File: config.mk
export PLATFORM = sky130hd
export DESIGN_NAME = hub_lock_sequencer
export DESIGN_NICKNAME = d
export VERILOG_FILES = /design/src/hub_pkg.sv /design/src/hub_timer_if.sv /design/src/hub_interval_timer.sv /design/src/hub_lock_sequencer.sv
export VERILOG_INCLUDE_DIRS = /design/src
export SDC_FILE = /design/constraint.sdc
export NUM_CORES = 1
export LEC_CHECK = 0
export ABC_AREA = 1
export ABC_CLOCK_PERIOD_IN_PS = 2200
export BUFFER_PORTS_ARGS = -buffer_cell sky130_fd_sc_hd__buf_2
export CORE_AREA = 4 4 109 111
export DETAILED_ROUTE_END_ITERATION = 7
export DIE_AREA = 0 0 113 115
export HOLD_SLACK_MARGIN = 0.08
export SLEW_MARGIN = 20
export SYNTH_ARGS = -nofsm -noshare
export SYNTH_HDL_FRONTEND = slang
export SYNTH_SLANG_ARGS = --single-unit
File: constraint.sdc
create_clock -name clk -period 2.2 [get_ports clk]
set_input_delay 0.11 -clock clk [delete_from_list [all_inputs] [get_ports clk]]
set_output_delay 0.11 -clock clk [all_outputs]
set_load 0.005 [all_outputs]
File: src/hub_params.svh
// constants and timing figures for the hub lock sequencer
`ifndef HUB_PARAMS_SVH
`define HUB_PARAMS_SVH
`define CLK_HZ          100000000
`define CONFIRM_HOLD_MS 5000
`define LOCK_TIMEOUT_MS 15000
`define UNLOCK_PULSE_MS 10000
`define FLASH_HALF_MS   500
`define MS_TO_CYC(ms)   ((ms) * (`CLK_HZ / 1000))
`endif

File: src/hub_pkg.sv
// types shared by the hub lock sequencer modules
package hub_pkg;
  typedef enum logic [2:0] {
    st_idle,
    st_locking,
    st_confirm_hold,
    st_locked,
    st_lock_fault,
    st_unlocking
  } seq_state_e;
  typedef logic [31:0] cycle_count_t;
endpackage

File: src/hub_timer_if.sv
// carrier between sequencer and its interval timer
`timescale 1ns/1ps
`default_nettype none
interface hub_timer_if;
  import hub_pkg::*;
  logic         start;
  cycle_count_t load;
  logic         expired;
  modport ctrl (output start, output load, input expired);
  modport tmr  (input start, input load, output expired);
endinterface
`default_nettype wire

File: src/hub_interval_timer.sv
// down counter that flags expiry of a loaded interval
`timescale 1ns/1ps
`default_nettype none
module hub_interval_timer
  import hub_pkg::*;
(
  input  wire logic  clk,
  input  wire logic  rst,
  hub_timer_if.tmr   tif
);
  cycle_count_t remaining;
  logic         running;

  // reload wins over counting so an abort restarts cleanly
  always_ff @(posedge clk or posedge rst) begin
    if (rst) begin
      remaining <= '0;
      running   <= 1'b0;
    end else if (tif.start) begin
      remaining <= tif.load;
      running   <= 1'b1;
    end else if (running && remaining != '0) begin
      remaining <= remaining - 32'h1;
    end else begin
      running   <= 1'b0;
    end
  end

  assign tif.expired = running && (remaining == '0) && !tif.start;
endmodule
`default_nettype wire

File: src/hub_lock_sequencer.sv
// vacuum hub lock/unlock sequencer with indicator drive
`include "hub_params.svh"
`timescale 1ns/1ps
`default_nettype none

// how the sequencer behaves, seen from the pins:
//
// the request switch is a level. Only its edges matter. A rising edge means the
// lever has left the two-wheel position and the hubs must be engaged. A falling
// edge means the lever is back in two-wheel and the hubs must be released.
//
// engaging opens the lock valve at once. The vacuum switch is then watched:
//   - once it reports threshold, the lamp goes steady and the lock valve stays
//     open for the confirm hold, then closes, and the sequencer rests in locked;
//   - if it never reports within the lock timeout, the lock valve closes and
//     the lamp flashes until the driver shifts again.
//
// releasing opens the unlock valve for a fixed pulse and puts the lamp out at
// the same edge. There is no feedback on release, so the pulse is open loop.
//
// a new switch edge always wins. Whatever sequence is running is dropped, its
// valve closes on the same edge the other sequence starts, and the shared
// interval timer is reloaded. Only one timer is needed because only one
// sequence can run at a time; the price is that a dropped sequence cannot be
// resumed, it has to be started again by a fresh edge.
//
// the two valves are never open together: each output decodes a disjoint set
// of states, so a crossing pulse cannot appear even for one cycle.
//
// every output is a flop fed from next_state, so valves and lamp move on the
// same edge as the state register and never glitch on the pins.
//
// the vacuum switch is only looked at while engaging; a stuck-on switch in any
// other state is harmless. It is sampled raw, so a bouncing switch is taken at
// its first high sample. That is the intent: the hold time that follows covers
// the settling of the hub mechanism anyway.
//
// timing: every interval runs exactly its nominal count. The timer is loaded with
// one less than the count, and the state change is taken on the edge that ends the
// cycle in which the timer reports expiry, so no extra cycle is added.
module hub_lock_sequencer #(
  parameter int unsigned CONFIRM_HOLD_CYC = `MS_TO_CYC(`CONFIRM_HOLD_MS),
  parameter int unsigned LOCK_TIMEOUT_CYC = `MS_TO_CYC(`LOCK_TIMEOUT_MS),
  parameter int unsigned UNLOCK_PULSE_CYC = `MS_TO_CYC(`UNLOCK_PULSE_MS),
  parameter int unsigned FLASH_HALF_CYC   = `MS_TO_CYC(`FLASH_HALF_MS)
) (
  input  wire logic          clk,
  input  wire logic          rst,
  input  wire logic          drive_request_switch,
  input  wire logic          vacuum_ok,
  output var  logic          lock_valve_drive,
  output var  logic          unlock_valve_drive,
  output var  logic          indicator,
  output var  hub_pkg::seq_state_e state
);
  import hub_pkg::*;

  // elaboration checks: a zero count would make the timer reload underflow
  if (CONFIRM_HOLD_CYC < 1) begin : g_bad_confirm
    $error("hub_lock_sequencer: confirm hold count must be at least one cycle");
  end
  if (LOCK_TIMEOUT_CYC < 1) begin : g_bad_timeout
    $error("hub_lock_sequencer: lock timeout count must be at least one cycle");
  end
  if (UNLOCK_PULSE_CYC < 1) begin : g_bad_unlock
    $error("hub_lock_sequencer: unlock pulse count must be at least one cycle");
  end
  if (FLASH_HALF_CYC < 1) begin : g_bad_flash
    $error("hub_lock_sequencer: flash half period must be at least one cycle");
  end

  hub_timer_if tif ();
  hub_interval_timer u_timer (.clk(clk), .rst(rst), .tif(tif));

  seq_state_e next_state;
  logic       switch_prev;
  logic       rise;
  logic       fall;
  cycle_count_t flash_cnt;
  logic       flash_phase;
  logic       lock_phase;
  logic       unlock_phase;
  logic       lamp_steady;
  logic       lamp_flash;

  // switch edges; any change aborts a running sequence
  assign rise = drive_request_switch && !switch_prev;
  assign fall = !drive_request_switch && switch_prev;

  always_ff @(posedge clk or posedge rst) begin
    if (rst) switch_prev <= 1'b0;
    else     switch_prev <= drive_request_switch;
  end

  // sequence control; edges take priority so aborts restart at once
  always_comb begin
    next_state = state;
    tif.start  = 1'b0;
    tif.load   = '0;
    if (rise) begin
      next_state = st_locking;
      tif.start  = 1'b1;
      tif.load   = cycle_count_t'(LOCK_TIMEOUT_CYC - 1);
    end else if (fall) begin
      next_state = st_unlocking;
      tif.start  = 1'b1;
      tif.load   = cycle_count_t'(UNLOCK_PULSE_CYC - 1);
    end else begin
      case (state)
        st_locking: begin
          if (vacuum_ok) begin
            next_state = st_confirm_hold;
            tif.start  = 1'b1;
            tif.load   = cycle_count_t'(CONFIRM_HOLD_CYC - 1);
          end else if (tif.expired) begin
            next_state = st_lock_fault;
          end
        end
        st_confirm_hold: if (tif.expired) next_state = st_locked;
        st_unlocking:    if (tif.expired) next_state = st_idle;
        st_idle, st_locked, st_lock_fault: next_state = state;
        default:         next_state = st_idle;
      endcase
    end
  end

  always_ff @(posedge clk or posedge rst) begin
    if (rst) state <= st_idle;
    else     state <= next_state;
  end

  // flash timebase only runs in fault so the lamp starts lit
  always_ff @(posedge clk or posedge rst) begin
    if (rst) begin
      flash_cnt   <= '0;
      flash_phase <= 1'b1;
    end else if (next_state != st_lock_fault) begin
      flash_cnt   <= '0;
      flash_phase <= 1'b1;
    end else if (flash_cnt == cycle_count_t'(FLASH_HALF_CYC - 1)) begin
      flash_cnt   <= '0;
      flash_phase <= !flash_phase;
    end else begin
      flash_cnt   <= flash_cnt + 32'h1;
    end
  end

  // output decode from the coming state; the valve sets are disjoint so
  // the two valves can never be open in the same cycle
  assign lock_phase   = (next_state == st_locking) || (next_state == st_confirm_hold);
  assign unlock_phase = (next_state == st_unlocking);
  assign lamp_steady  = (next_state == st_confirm_hold) || (next_state == st_locked);
  assign lamp_flash   = (next_state == st_lock_fault);

  // lock valve: engages the hubs only; closes on timeout, abort or end of hold
  always_ff @(posedge clk or posedge rst) begin
    if (rst) lock_valve_drive <= 1'b0;
    else     lock_valve_drive <= lock_phase;
  end

  // unlock valve: releases the hubs only, for the fixed pulse
  always_ff @(posedge clk or posedge rst) begin
    if (rst) unlock_valve_drive <= 1'b0;
    else     unlock_valve_drive <= unlock_phase;
  end

  // lamp: steady in confirm hold and locked, flashing on fault, dark otherwise; it goes out
  // on the same edge that starts the unlock pulse
  always_ff @(posedge clk or posedge rst) begin
    if (rst) begin
      indicator <= 1'b0;
    end else if (lamp_steady) begin
      indicator <= 1'b1;
    end else if (lamp_flash) begin
      indicator <= flash_phase;
    end else begin
      indicator <= 1'b0;
    end
  end
endmodule
`default_nettype wire

Yosys cells after proc, flatten, opt, wreduce, memory -nomap -nowiden
Index checks and enable logic that the tools add are counted.
- register bits after elaboration: 73
- output and inout bits: 6
- $add $sub $neg: 2
- equal/unequal tests: 13
- multiplexer cells: 25
- reductions and logical operators: 17
- operators by type and width (cell ; number):
    two-way mux 32 bit ; 4
    two-way mux 29 bit ; 2
    adder 32 x 1 -> 32 bit, second input constant ; 1
    equality test 32 x 26 -> 1 bit, second input constant ; 1
    logical NOT 32 bit ; 1
    nonzero test 32 bit ; 1
    subtractor 32 x 1 -> 32 bit, second input constant ; 1
    two-way mux 31 bit ; 1
    two-way mux 30 bit ; 1
    two-way mux 3 bit ; 6
    equality test 3 x 2 -> 1 bit, second input constant ; 4
    equality test 3 bit, second input constant ; 4
    case mux 3 bit (4 select lines) ; 1
    two-way mux 1 bit ; 10
    equality test 3 x 1 -> 1 bit, second input constant ; 2
    logical AND 1 bit ; 5
    logical NOT 1 bit ; 4
    nonzero test 2 bit ; 2
    logical NOT 3 bit ; 1
    != test 3 bit, second input constant ; 1
    OR reduction 3 bit ; 1
    logical OR 1 bit ; 2
    != test 2 x 1 -> 1 bit, second input constant ; 1

Longest topological paths before layout
Gate-level depths: netlist of run 1.
- word-level depth: 14
- gate-level depth with buffers: 15

By module
A second synthesis of run 1 with hierarchy kept.
- cell total of the unflattened synthesis: 788
- area, all modules: 5221.3 sq um
- by module, submodules not included (module ; instances ; cells each ; area each (sq um) ; seq. area each (sq um)):
    hub_interval_timer ; 1 ; 437 ; 2672.6 ; 825.8
    hub_lock_sequencer ; 1 ; 351 ; 2548.7 ; 1002.2

Worst setup path before layout of run 1
OpenSTA, ideal clock, no wires.
- path kind: register to register
- start: reg switch_prev
- end: reg flash_cnt[21]
- setup time: 120 ps
- arrival time: 1817 ps
- required time: 2080 ps
- setup slack: 263 ps
- cell stages (with the launch flop): 13
- path buffers: 1
- period minus slack after synthesis: 1937 ps
- path through: dfrtp_1 ha_1 nor2_4 nand2_2 nor2_2 nand2_2 a21oi_2 nand2_2 nand2_4 nor2_8 nand2_4 buf_8 nor2_2
- longest elaborated chain between the ends: 12
- RTL lines (item ; line ; source):
    from (decl) ; hub_lock_sequencer.sv:76 ; logic switch_prev;
    from (signal assigned) ; hub_lock_sequencer.sv:92 ; else switch_prev <= drive_request_switch;
    logical AND 1 bit or logical NOT 1 bit (tied branches) ; hub_lock_sequencer.sv:88, hub_lock_sequencer.sv:87 ;
    two-way mux 1 bit or logical AND 1 bit (tied branches) ; hub_lock_sequencer.sv:104, hub_lock_sequencer.sv:87 ;
    two-way mux 1 bit ; hub_lock_sequencer.sv:100 ; if (rise) begin
    logical NOT 1 bit ; hub_interval_timer.sv:29 ; assign tif.expired = running && (remaining == '0) && !tif.start;
    logical AND 1 bit ; hub_interval_timer.sv:29 ;
    two-way mux 3 bit ; hub_lock_sequencer.sv:115 ; end else if (tif.expired) begin
    two-way mux 3 bit ; hub_lock_sequencer.sv:111 ; if (vacuum_ok) begin
    case mux 3 bit (4 select lines) ; hub_lock_sequencer.sv:109 ; case (state)
    two-way mux 3 bit ; hub_lock_sequencer.sv:104 ; end else if (fall) begin
    two-way mux 3 bit (*) ; hub_lock_sequencer.sv:100 ;
    named net next_state[0] ; hub_lock_sequencer.sv:75 ; seq_state_e next_state;
    != test 3 bit (*) ; hub_lock_sequencer.sv:137 ; end else if (next_state != st_lock_fault) begin
    two-way mux 32 bit (*) ; hub_lock_sequencer.sv:137 ;
    to (signal assigned) ; hub_lock_sequencer.sv:144 ; flash_cnt <= flash_cnt + 32'h1;
    to (decl) ; hub_lock_sequencer.sv:79 ; cycle_count_t flash_cnt;
Mark *: on every way through the listed nets, which the timed path passes. The rest lies on a longest branch.
A chain may end at the register's enable or synchronous reset.

Worst setup path in the final report of run 1
- start: reg u_timer.remaining[17]
- end: reg flash_cnt[25]
- longest elaborated chain between the ends: 10
- RTL lines (item ; line ; source):
    from (decl) ; hub_interval_timer.sv:11 ; cycle_count_t remaining;
    from (signal assigned) ; hub_interval_timer.sv:20 ; remaining <= tif.load;
    from (signal assigned) ; hub_interval_timer.sv:23 ; remaining <= remaining - 32'h1;
    logical NOT 32 bit (*) ; hub_interval_timer.sv:29 ;
    logical AND 1 bit (*) (2 in series) ; hub_interval_timer.sv:29 ;
    two-way mux 3 bit ; hub_lock_sequencer.sv:115 ;
    two-way mux 3 bit ; hub_lock_sequencer.sv:111 ;
    case mux 3 bit (4 select lines) (*) ; hub_lock_sequencer.sv:109 ;
    two-way mux 3 bit (*) ; hub_lock_sequencer.sv:104 ;
    two-way mux 3 bit (*) ; hub_lock_sequencer.sv:100 ;
    named net next_state[0] ; hub_lock_sequencer.sv:75 ;
    != test 3 bit (*) ; hub_lock_sequencer.sv:137 ;
    two-way mux 32 bit (*) ; hub_lock_sequencer.sv:137 ;
Marks and branches as above.

==> results of run 1 <==
stage by stage:
step	util	setup slack [ns]	total power, mW	instances	instance area (µm²)
after global placement	0.431	0.0878	2.07	715	4650
final	0.463	0.143	3.11	740	4990
after detailed placement	0.431	0.0597	2.07	715	4650
after global routing	0.463	-0.0499	3.28	740	4990
after CTS	0.451	0.0886	3.14	733	4860
after floorplan	-	0.238	1.91	560	4370
kinds of logic after synthesis:
| group | count (synthesis) | synth area share |
|---|---|---|
| flops | 73 | 0.419 |
| compound gates | 72 | 0.0963 |
| buf+inv | 96 | 0.0885 |
| fa+ha+maj | 5 | 0.0143 |
| xor+xnor | 27 | 0.0541 |
| simple gates | 287 | 0.328 |
metal layers:
layer | GRT usage | vias to the layer above | share of wire
met5 | 0 | - | 0
met4 | 0.0609 | 0 | 0.017
met3 | 0.0374 | 14 | 0.043
met2 | 0.257 | 75 | 0.43
met1 | 0.254 | 1817 | 0.51
li1 | - | 1894 | -
sequential cells by signal (all words and copies together) (netlist names):
register            count
flash_cnt              32
flash_phase             1
indicator               1
lock_valve_drive        1
state                   3
switch_prev             1
u_timer.remaining      32
u_timer.running         1
unlock_valve_drive      1
synthesized netlist by cell type, types with 8 or more instances:
master    n  share of area
nor2_1   78          0.067
nor3_1   20          0.023
nor4_1    9          0.013
a22oi_1  11          0.019
xor2_1   17          0.034
nand3_1  49          0.056
nand4_1  16          0.023
nor2_2    9          0.013
nand2_2   8          0.011
inv_1    83          0.071
nand2_1  75          0.064
nor2_4   12          0.031
dfrtp_1  72           0.41
o21ai_0  27          0.031
xnor2_1  10          0.020
a21oi_1  21          0.024
worst max-delay path: stages (launching register included):
cell	delay, ns
dfrtp_1	0.45
nor2_2	0.18
nand2_1	0.11
nor2_4	0.14
nand2_2	0.10
nor2_4	0.16
nand2_2	0.08
nand2_1	0.07
nand2_2	0.06
nand2_2	0.08
nand2_4	0.07
nor2_8	0.14
nand2_8	0.16
a21oi_1	0.17
layout by cell type (no fill, tap or decap), types with 4 or more instances in the layout:
cell,count
inv_1,80
nand2_1,74
nor2_1,73
dfrtp_1,72
nand3_1,46
o21ai_0,26
a21oi_1,21
buf_4,20
nor3_1,18
nand4_1,16
xor2_1,16
nor2_4,14
nor2_2,12
a22oi_1,11
xnor2_1,10
nand2_2,9
nor4_1,9
clkbuf_8,9
buf_2,9
o21ai_1,6
inv_2,5
nand3_2,4
ha_1,4
worst paths after layout:
kind                       slack (ns)       endpoint  cells after the start
max in group asynchronous        1.48    flash_phase                      4
hold reg to reg                  0.49   flash_cnt[0]                      1
min in group asynchronous        0.36  flash_cnt[28]                      4
hold / removal                   0.27       state[0]                      6
setup reg to reg                 0.14  flash_cnt[25]                     13
setup / recovery                 0.14  flash_cnt[25]                     13
area by class of cell:
| class | instances | area [µm²] |
|---|---|---|
| Clock buffer | 11 | 131 |
| Clock inverter | 5 | 56.3 |
| Fill cell | 1038 | 5800 |
| Inverter | 88 | 338 |
| Multi-Input combinational cell | 391 | 2230 |
| Sequential cell | 73 | 1830 |
| Tap cell | 140 | 175 |
| Timing Repair Buffer | 32 | 235 |
timing repair:
item / 4_1_cts / 5_1_grt
hold endpoints to repair: 73 / 0
hold buffers: 2 / 0
setup buffers: 0 / 7
pin swaps: 0 / 5
gates cloned: 0 / 0
setup endpoints to repair: 1 / 39
gates resized for setup: 1 / 24
power by group:
part	switching, mW	internal [mW]	total (mW)
registers	0.0865	1.44	1.52
logic	0.363	0.179	0.542
clock network	0.525	0.523	1.05
==> key figures, run 1 <==
Status
  • Status: finished, final reports clean

Critical path
  • Critical Path Start: u_timer.remaining[17]
  • Critical setup path kind: flip-flop to flip-flop
  • CP required: 2.48 ns
  • Worst Setup End Kind: flip-flop
  • CP Max Fanout: 17
  • Reg-to-Reg Start: u_timer.remaining[17]
  • Worst Setup Start Kind: flip-flop
  • Critical path arrival: 2.34 ns

Global route
  • Largest net degree at the start of global routing: 74
  • Initial antenna violation count: 0
  • Overall routing resource usage: 0.174
  • Total gr overflow: 0
  • Vias in the first global route: 3739
  • First-pass GRT wire length: 18200 µm

Floorplan
  • CORE AREA: 10800 µm²
  • Die height: 115 µm
  • # IOs: 10
  • Initial Util: 0.405
  • Chip Width: 113 µm
  • Die footprint: 13000 µm²
  • Site Rows: 38

Timing
  • Setup violations, final: 0
  • Tcrit/Tclk final: 0.935
  • Setup Skew: 0.0123 ns
  • Final hold viol count: 0
  • Fin. max-slew vios: 0
  • RSZ-0062 raised after global routing: true
  • Fmax: 486 MHz
  • Worst hold slack: 0.268 ns
  • Crit path time final: 2.06 ns
  • Worst-Margin Slew: 0.580 ns
  • Rel. slew slack: 0.613
  • Post-route setup TNS: 0 ns

Logic synthesis
  • Syn avg cell area: 7.80 µm²
  • Cell Area, Synth: 4370 µm²
  • Number of synthesized register bits: 73
  • Synthesized Nets: 569
  • Ys Warns: 0
  • Register area share after synthesis: 0.419
  • Ys flop type: dfrtp_1
  • Post-synth EDFFs: 0
  • Cells after Synth: 560
  • Cell variety after synth: 40
  • Synth async-reset ratio: 1.00

Routing
  • Drt pass-1 iters: 7
  • Total number of vias: 3800
  • DRC errors left: 0
  • Antenna viol nets, final: 0
  • DRT iter0 DRCs: 239
  • WL/cell: 14.2 µm
  • Final wirelength: 10500 µm
  • Vias/cell: 5.14

Place
  • I/O Buffers: 9
  • Detail Placement HPWL: 7610 µm
  • Routability congestion estimate: 0.894

CTS
  • H-tree depth: 3
  • Worst skew pair latency: 0.36 ns
  • Clock Root Buffer: clkbuf_8
  • Sink Count: 73
  • CTS Buf Count: 9
  • Maximum clock insertion buffer count: 2
  • CTS tree: done
  • Clk slew on worst S/H paths: 0.08 ns

Worst hold path
  • Hold_sp: vacuum_ok
  • Worst Hold Class: input pin to flip-flop

Power
  • Leakage Power: 2.18 nW
  • Maximum vdd ir drop: 0.402 mV
  • PwrDens: 623 nW/µm²

Layout
  • Final nets: 604
  • Layout cell share with drive strength beyond 1: 0.177
  • Number of diodes: 0
  • Layout area overhead: 14.4%

Flow run
  • Max-cap viol count: 0
Note: power is estimated with default switching activity, not from simulation.
==> inputs of run 2 (changes only) <==
--- a/config.mk
+++ b/config.mk
@@ -7,7 +7,7 @@
 export NUM_CORES = 1
 export LEC_CHECK = 0
 export ABC_AREA = 1
-export ABC_CLOCK_PERIOD_IN_PS = 2200
+export ABC_CLOCK_PERIOD_IN_PS = 2300
 export BUFFER_PORTS_ARGS = -buffer_cell sky130_fd_sc_hd__buf_2
 export CORE_AREA = 4 4 109 111
 export DETAILED_ROUTE_END_ITERATION = 7
==> constraint.sdc (replaced) <==
create_clock -name clk -period 2.3 [get_ports clk]
set_input_delay 0.115 -clock clk [delete_from_list [all_inputs] [get_ports clk]]
set_output_delay 0.115 -clock clk [all_outputs]
set_load 0.005 [all_outputs]
==> key figures, run 2 (synthesis gave the netlist of run 1 again) <==
Power
  • Comb power frac: 0.171 (-0.003)
  • Switching power: 0.908 mW (-6.8%)
  • Power Internal: 1.96 mW (-8.6%)
  • Tot Pwr: 2.86 mW (-8.0%)
  • Sequential fraction of design power: 0.509 (+0.020)
  • Part of the power in the clock network: 0.320 (-0.017)
  • Leakage Power: 2.11 nW (-3.3%)
  • Maximum vdd ir drop: 0.434 mV (+8.0%)
  • Switch share: 0.317 (+0.00400)
  • PwrDens: 592 nW/µm² (-5.0%)

Routing
  • Antenna viol nets, final: 0 (unchanged)
  • WL/cell: 13.8 µm (-2.7%)
  • DRC errors left: 0 (unchanged)
  • Vias/cell: 5.12 (-0.28%)
  • Total number of vias: 3733 (-1.8%)
  • DRT iter0 DRCs: 254 (+6.3%)
  • Drt pass-1 iters: 4 (-3)
  • Final wirelength: 10100 µm (-4.1%)

Global route
  • Total gr overflow: 0 (unchanged)
  • First-pass GRT wire length: 17000 µm (-6.2%)
  • Overall routing resource usage: 0.163 (-0.0114)
  • Initial antenna violation count: 0 (unchanged)
  • Largest net degree at the start of global routing: 74 (unchanged)
  • Vias in the first global route: 3538 (-5.4%)

Critical path
  • Critical setup path kind: input pin to flip-flop
  • R2r endpoint: flash_cnt[24]
  • Critical path arrival: 2.34 ns (about the same)
  • CP Max Fanout: 17 (unchanged)
  • Reg2reg path depth: 13 (unchanged)
  • Crit-path slowest cell: dlygate4sd3_1
  • Crit-path cells: dlygate4sd3_1, buf_2, inv_1, ha_1, nor2_4, nand2_2, nor2_2, nand2_2, a21oi_2, nand2_2, nand2_4, nor2_8, nand2_4, buf_12, nor2_1
  • CP most frequent cell: nand2_2
  • WP buf/inv: 4 (+4)
  • Worst Setup Start Kind: input pin
  • Cell family with most CP delay: simple AND/OR/NAND/NOR gates
  • Worst Setup End Kind: flip-flop
  • Reg-to-Reg Start: u_timer.remaining[25]
  • Max incr delay on CP: 0.52 ns (+0.07 ns)
  • Reg2reg setup slack: 0.24 ns (+0.10 ns)
  • CP required: 2.54 ns (+0.06 ns)

CTS
  • Clk slew on worst S/H paths: 0.08 ns (about the same)
  • Sink Count: 73 (unchanged)
  • CTS Buf Count: 9 (unchanged)
  • Clock Root Buffer: clkbuf_8
  • Maximum clock insertion buffer count: 2 (unchanged)
  • H-tree depth: 3 (unchanged)
  • CTS tree: done
  • Worst skew pair latency: 0.35 ns (about the same)

Timing
  • Fin. max-slew vios: 0 (unchanged)
  • Worst-Margin Slew: 0.516 ns (-0.0640 ns)
  • Tcrit/Tclk final: 0.913
  • Setup violations, final: 0 (unchanged)
  • Crit path time final: 2.10 ns
  • Final hold viol count: 0 (unchanged)
  • Post-route setup TNS: 0 ns (unchanged)
  • Setup Skew: 0.00798 ns (-0.00435 ns)
  • RSZ-0062 raised after global routing: false
  • Fmax: 476 MHz
  • Rel. slew slack: 0.656 (+0.0427)

Layout
  • Regs by FF count: flash_cnt: 32 flops, u_timer.remaining: 32 flops, state: 3 flops
  • Final nets: 593 (-1.8%)
  • Finished Layout Cells: 729 (-1.5%)
  • Number of diodes: 0 (unchanged)
  • Layout cell share with drive strength beyond 1: 0.138 (-0.0391)
  • Most frequent cells in the layout: 82 x inv_1, 78 x nor2_1, 75 x nand2_1
  • Most common cell after layout, fill and taps aside: inv_1
  • Final Cell Area: 4840 µm² (-3.2%)
  • Layout area overhead: 10.7%

Place
  • Post-place instance area: 4630 µm² (-0.54%)
  • Placed Instances: 710 (-0.70%)
  • Routability congestion estimate: 0.869 (-2.9%)
  • I/O Buffers: 9 (unchanged)
  • Detail Placement HPWL: 7540 µm (-1.0%)

Floorplan
  • # IOs: 10 (unchanged)
  • Initial Util: 0.405 (unchanged)
  • Site Rows: 38 (unchanged)
  • Chip Width: 113 µm (unchanged)
  • Die height: 115 µm (unchanged)
  • CORE AREA: 10800 µm² (unchanged)
  • Die footprint: 13000 µm² (unchanged)

Worst hold path
  • Worst hold path depth: 3 (-3)
  • Hold Path End: state[1]
  • Hold_sp: vacuum_ok
  • Worst Hold Class: input pin to flip-flop

Status
  • Status: finished, final reports clean

Flow run
  • Max-cap viol count: 0 (unchanged)
==> run 2: cell count changes in the layout (fill, tap and decap cells not counted), moves of 2 or more <==
cell	delta
inv_1	+2
nand3_1	+3
inv_4	-2
nor2_1	+5
nand3_2	-3
buf_4	-12
nor2_2	-4
==> run 2: worst max path at each step <==
stage	cells past startpoint	from	end	slack, ns
final	15	drive_request_switch	flash_cnt[24]	0.20
after global routing	16	drive_request_switch	flash_phase	0.04
after CTS	11	u_timer.remaining[0]	u_timer.remaining[28]	0.11
after detailed placement	11	u_timer.remaining[0]	u_timer.remaining[28]	0.12
after global placement	11	u_timer.remaining[0]	u_timer.remaining[28]	0.20
after floorplan	1	rst	flash_cnt[0]	0.33
==> run 2: per-layer routing <==
metal | global-route usage | vias up | share of wire
met3 | 0.0200 | 16 | 0.038
li1 | - | 1869 | -
met1 | 0.234 | 1760 | 0.49
met2 | 0.249 | 88 | 0.45
met4 | 0.0721 | 0 | 0.023
met5 | 0 | - | 0
==> run 2: cell type report <==
| type | count | area (µm²) |
|---|---|---|
| Timing Repair Buffer | 21 | 165 |
| Clock inverter | 5 | 31.3 |
| Sequential cell | 73 | 1830 |
| Inverter | 88 | 333 |
| Clock buffer | 11 | 141 |
| Multi-Input combinational cell | 391 | 2160 |
| Tap cell | 140 | 175 |
| Fill cell | 1035 | 5960 |
==> run 2: power by group through the flow <==
| stage | logic (mW) | clock network, mW | registers [mW] |
|---|---|---|---|
| floorplan | 0.366 | 0 | 1.46 |
| global placement | 0.482 | 0 | 1.48 |
| detailed placement | 0.492 | 0 | 1.48 |
| CTS | 0.496 | 0.947 | 1.46 |
| global route | 0.561 | 1.00 | 1.47 |
| finish | 0.491 | 0.915 | 1.46 |
==> run 2: per-stage QoR <==
step	util	setup WS, ns	hold WS [ns]
after detailed placement	0.429	0.119	0.236
final	0.448	0.200	0.231
after global placement	0.429	0.203	0.243
after CTS	0.447	0.110	0.218
after global routing	0.448	0.0432	0.254
after floorplan	-	0.333	0.146
==> run 2: worst reg2reg max path: cells and delay by family (launching register included) <==
kind | cells | cell delay, ns
and+or+nand+nor | 11 | 1.17
DFF | 1 | 0.44
AOI/OAI and AO/OA | 1 | 0.17
buffers and inverters | 1 | 0.19
==> run 2: timing repair <==
| item | 4_1_cts | 5_1_grt |
|---|---|---|
| gates resized for setup | 0 | 2 |
| endpoints found under the hold margin | 73 | 0 |
| setup endpoints to repair | 0 | 4 |
| setup buffers | 0 | 1 |
| hold buffers | 2 | 0 |
==> inputs of run 3 (changes only) <==
--- a/config.mk
+++ b/config.mk
@@ -13,6 +13,7 @@
 export DETAILED_ROUTE_END_ITERATION = 7
 export DIE_AREA = 0 0 113 115
 export HOLD_SLACK_MARGIN = 0.08
+export PLACE_DENSITY_LB_ADDON = 0.1
 export SLEW_MARGIN = 20
 export SYNTH_ARGS = -nofsm -noshare
 export SYNTH_HDL_FRONTEND = slang
==> key figures, run 3 (synthesis gave the netlist of run 1 again) <==
Status
  • Status: finished, final reports clean

CTS
  • CTS Buf Count: 9 (unchanged)
  • Post-CTS Setup Repair Bufs: 0 (unchanged)
  • Maximum clock insertion buffer count: 2 (unchanged)
  • Clock Root Buffer: clkbuf_8
  • Worst skew pair latency: 0.35 ns (about the same)
  • Clk slew on worst S/H paths: 0.08 ns (about the same)
  • H-tree depth: 3 (unchanged)
  • Sink Count: 73 (unchanged)
  • CTS tree: done

Routing
  • DRC errors left: 0 (unchanged)
  • WL/cell: 14.4 µm (+4.3%)
  • Antenna viol nets, final: 0 (unchanged)
  • Total number of vias: 3746 (+0.35%)
  • Vias/cell: 5.11 (-0.20%)
  • Drt pass-1 iters: 5 (+1)
  • DRT iter0 DRCs: 239 (-5.9%)
  • Final wirelength: 10600 µm (+4.9%)

Timing
  • Setup violations, final: 0 (unchanged)
  • Rel. slew slack: 0.619 (-0.0361)
  • Final hold viol count: 0 (unchanged)
  • Fin. max-slew vios: 0 (unchanged)
  • Tcrit/Tclk final: 0.905 (-0.00767)
  • RSZ-0062 raised after global routing: true
  • Crit path time final: 2.08 ns (-0.0176 ns)
  • Worst hold slack: 0.222 ns (-0.00890 ns)
  • Setup ws final: 0.218 ns (+0.0176 ns)
  • Fmax: 480 MHz (+0.85%)
  • Setup Skew: 0.0142 ns (+0.00623 ns)
  • Worst-Margin Slew: 0.570 ns (+0.0541 ns)

Global route
  • Largest net degree at the start of global routing: 54 (-27%)
  • Vias in the first global route: 3677 (+3.9%)
  • Overall routing resource usage: 0.176 (+0.0130)
  • Initial antenna violation count: 0 (unchanged)
  • Total gr overflow: 0 (unchanged)
  • First-pass GRT wire length: 18300 µm (+7.1%)

Place
  • I/O Buffers: 9 (unchanged)
  • Placed Instances: 715 (+0.70%)
  • Detail Placement HPWL: 7830 µm (+3.9%)
  • Routability congestion estimate: 0.860 (-0.99%)
  • Post-Place Setup Slack: 0.0822 ns (-0.0367 ns)

Layout
  • Number of diodes: 0 (unchanged)
  • Layout cell share with drive strength beyond 1: 0.152 (+0.0142)
  • Most common cell after layout, fill and taps aside: inv_1
  • Finished Layout Cells: 733 (+0.55%)
  • Final nets: 597 (+0.67%)
  • Layout area overhead: 13.7%
  • Most frequent cells in the layout: 81 x inv_1, 75 x nor2_1, 75 x nand2_1
  • Regs by FF count: flash_cnt: 32 flops, u_timer.remaining: 32 flops, state: 3 flops

Floorplan
  • CORE AREA: 10800 µm² (unchanged)
  • Chip Width: 113 µm (unchanged)
  • Die footprint: 13000 µm² (unchanged)
  • Die height: 115 µm (unchanged)
  • Initial Util: 0.405 (unchanged)
  • # IOs: 10 (unchanged)
  • Site Rows: 38 (unchanged)

Power
  • Leakage Power: 2.16 nW (+2.5%)
  • Tot Pwr: 3.25 mW (+14%)
  • Maximum vdd ir drop: 0.368 mV (-15%)
  • PwrDens: 655 nW/µm² (+11%)

Critical path
  • Critical path arrival: 2.34 ns (about the same)
  • Critical setup path kind: input pin to flip-flop
  • CP required: 2.56 ns (+0.02 ns)
  • Worst Setup Start Kind: input pin
  • CP Max Fanout: 16 (-1)
  • Worst Setup End Kind: flip-flop

Worst hold path
  • Worst Hold Class: input pin to flip-flop

Flow run
  • Max-cap viol count: 0 (unchanged)
## run 3: repair_timing
| action | 4_1_cts | 5_1_grt |
|---|---|---|
| hold endpoints to repair | 21 | 0 |
| resized for setup | 0 | 8 |
| endpoints found under the setup margin | 0 | 21 |
| hold buffers | 2 | 0 |
## run 3: per-stage QoR
step / util / TNS [ns] / area, µm²
finish: 0.460 / 0 / 4970
global route: 0.460 / -0.0197 / 4970
CTS: 0.457 / 0 / 4940
detailed placement: 0.432 / 0 / 4660
global placement: 0.432 / 0 / 4660
floorplan: - / 0 / 4370
## run 3: cell type report
type,instances,area [µm²]
fill,1077,5820
multi-input combinational,391,2180
sequential,73,1830
inverter,88,333
timing repair buffer,25,195
tap,140,175
clock buffer,10,138
clock inverter,6,115
## run 3: report_power, final
| part | switching [mW] | internal (mW) |
|---|---|---|
| sequential | 0.0777 | 1.38 |
| combinational | 0.347 | 0.174 |
| clock | 0.525 | 0.754 |
| total | 0.949 | 2.30 |
## run 3: metal layers
metal	wire length [µm]	up-vias	share of wire	global-route usage
li1	-	1887	-	-
met5	0	-	0	0
met1	5320	1753	0.50	0.264
met3	532	16	0.050	0.0242
met4	199	0	0.019	0.0721
met2	4500	90	0.43	0.255
## run 3: worst paths after layout
path	startpoint	to	slack (ns)	cells after the start
max	drive_request_switch	u_timer.remaining[9]	0.22	10
min	vacuum_ok	state[1]	0.22	3
max reg2reg	u_timer.remaining[17]	flash_cnt[24]	0.22	14
min reg2reg	flash_cnt[0]	flash_cnt[0]	0.49	1
max in group asynchronous	rst	flash_phase	1.28	4
min in group asynchronous	rst	flash_cnt[1]	0.32	3
## run 3: worst max-delay path, cell delays in order
cell and delay (ns):
dlygate4sd3_1 0.52, buf_2 0.13, inv_1 0.04, ha_1 0.30
nor2_4 0.13, nand2_2 0.07, buf_4 0.19, inv_1 0.43
o21ai_0 0.18, a22oi_1 0.21
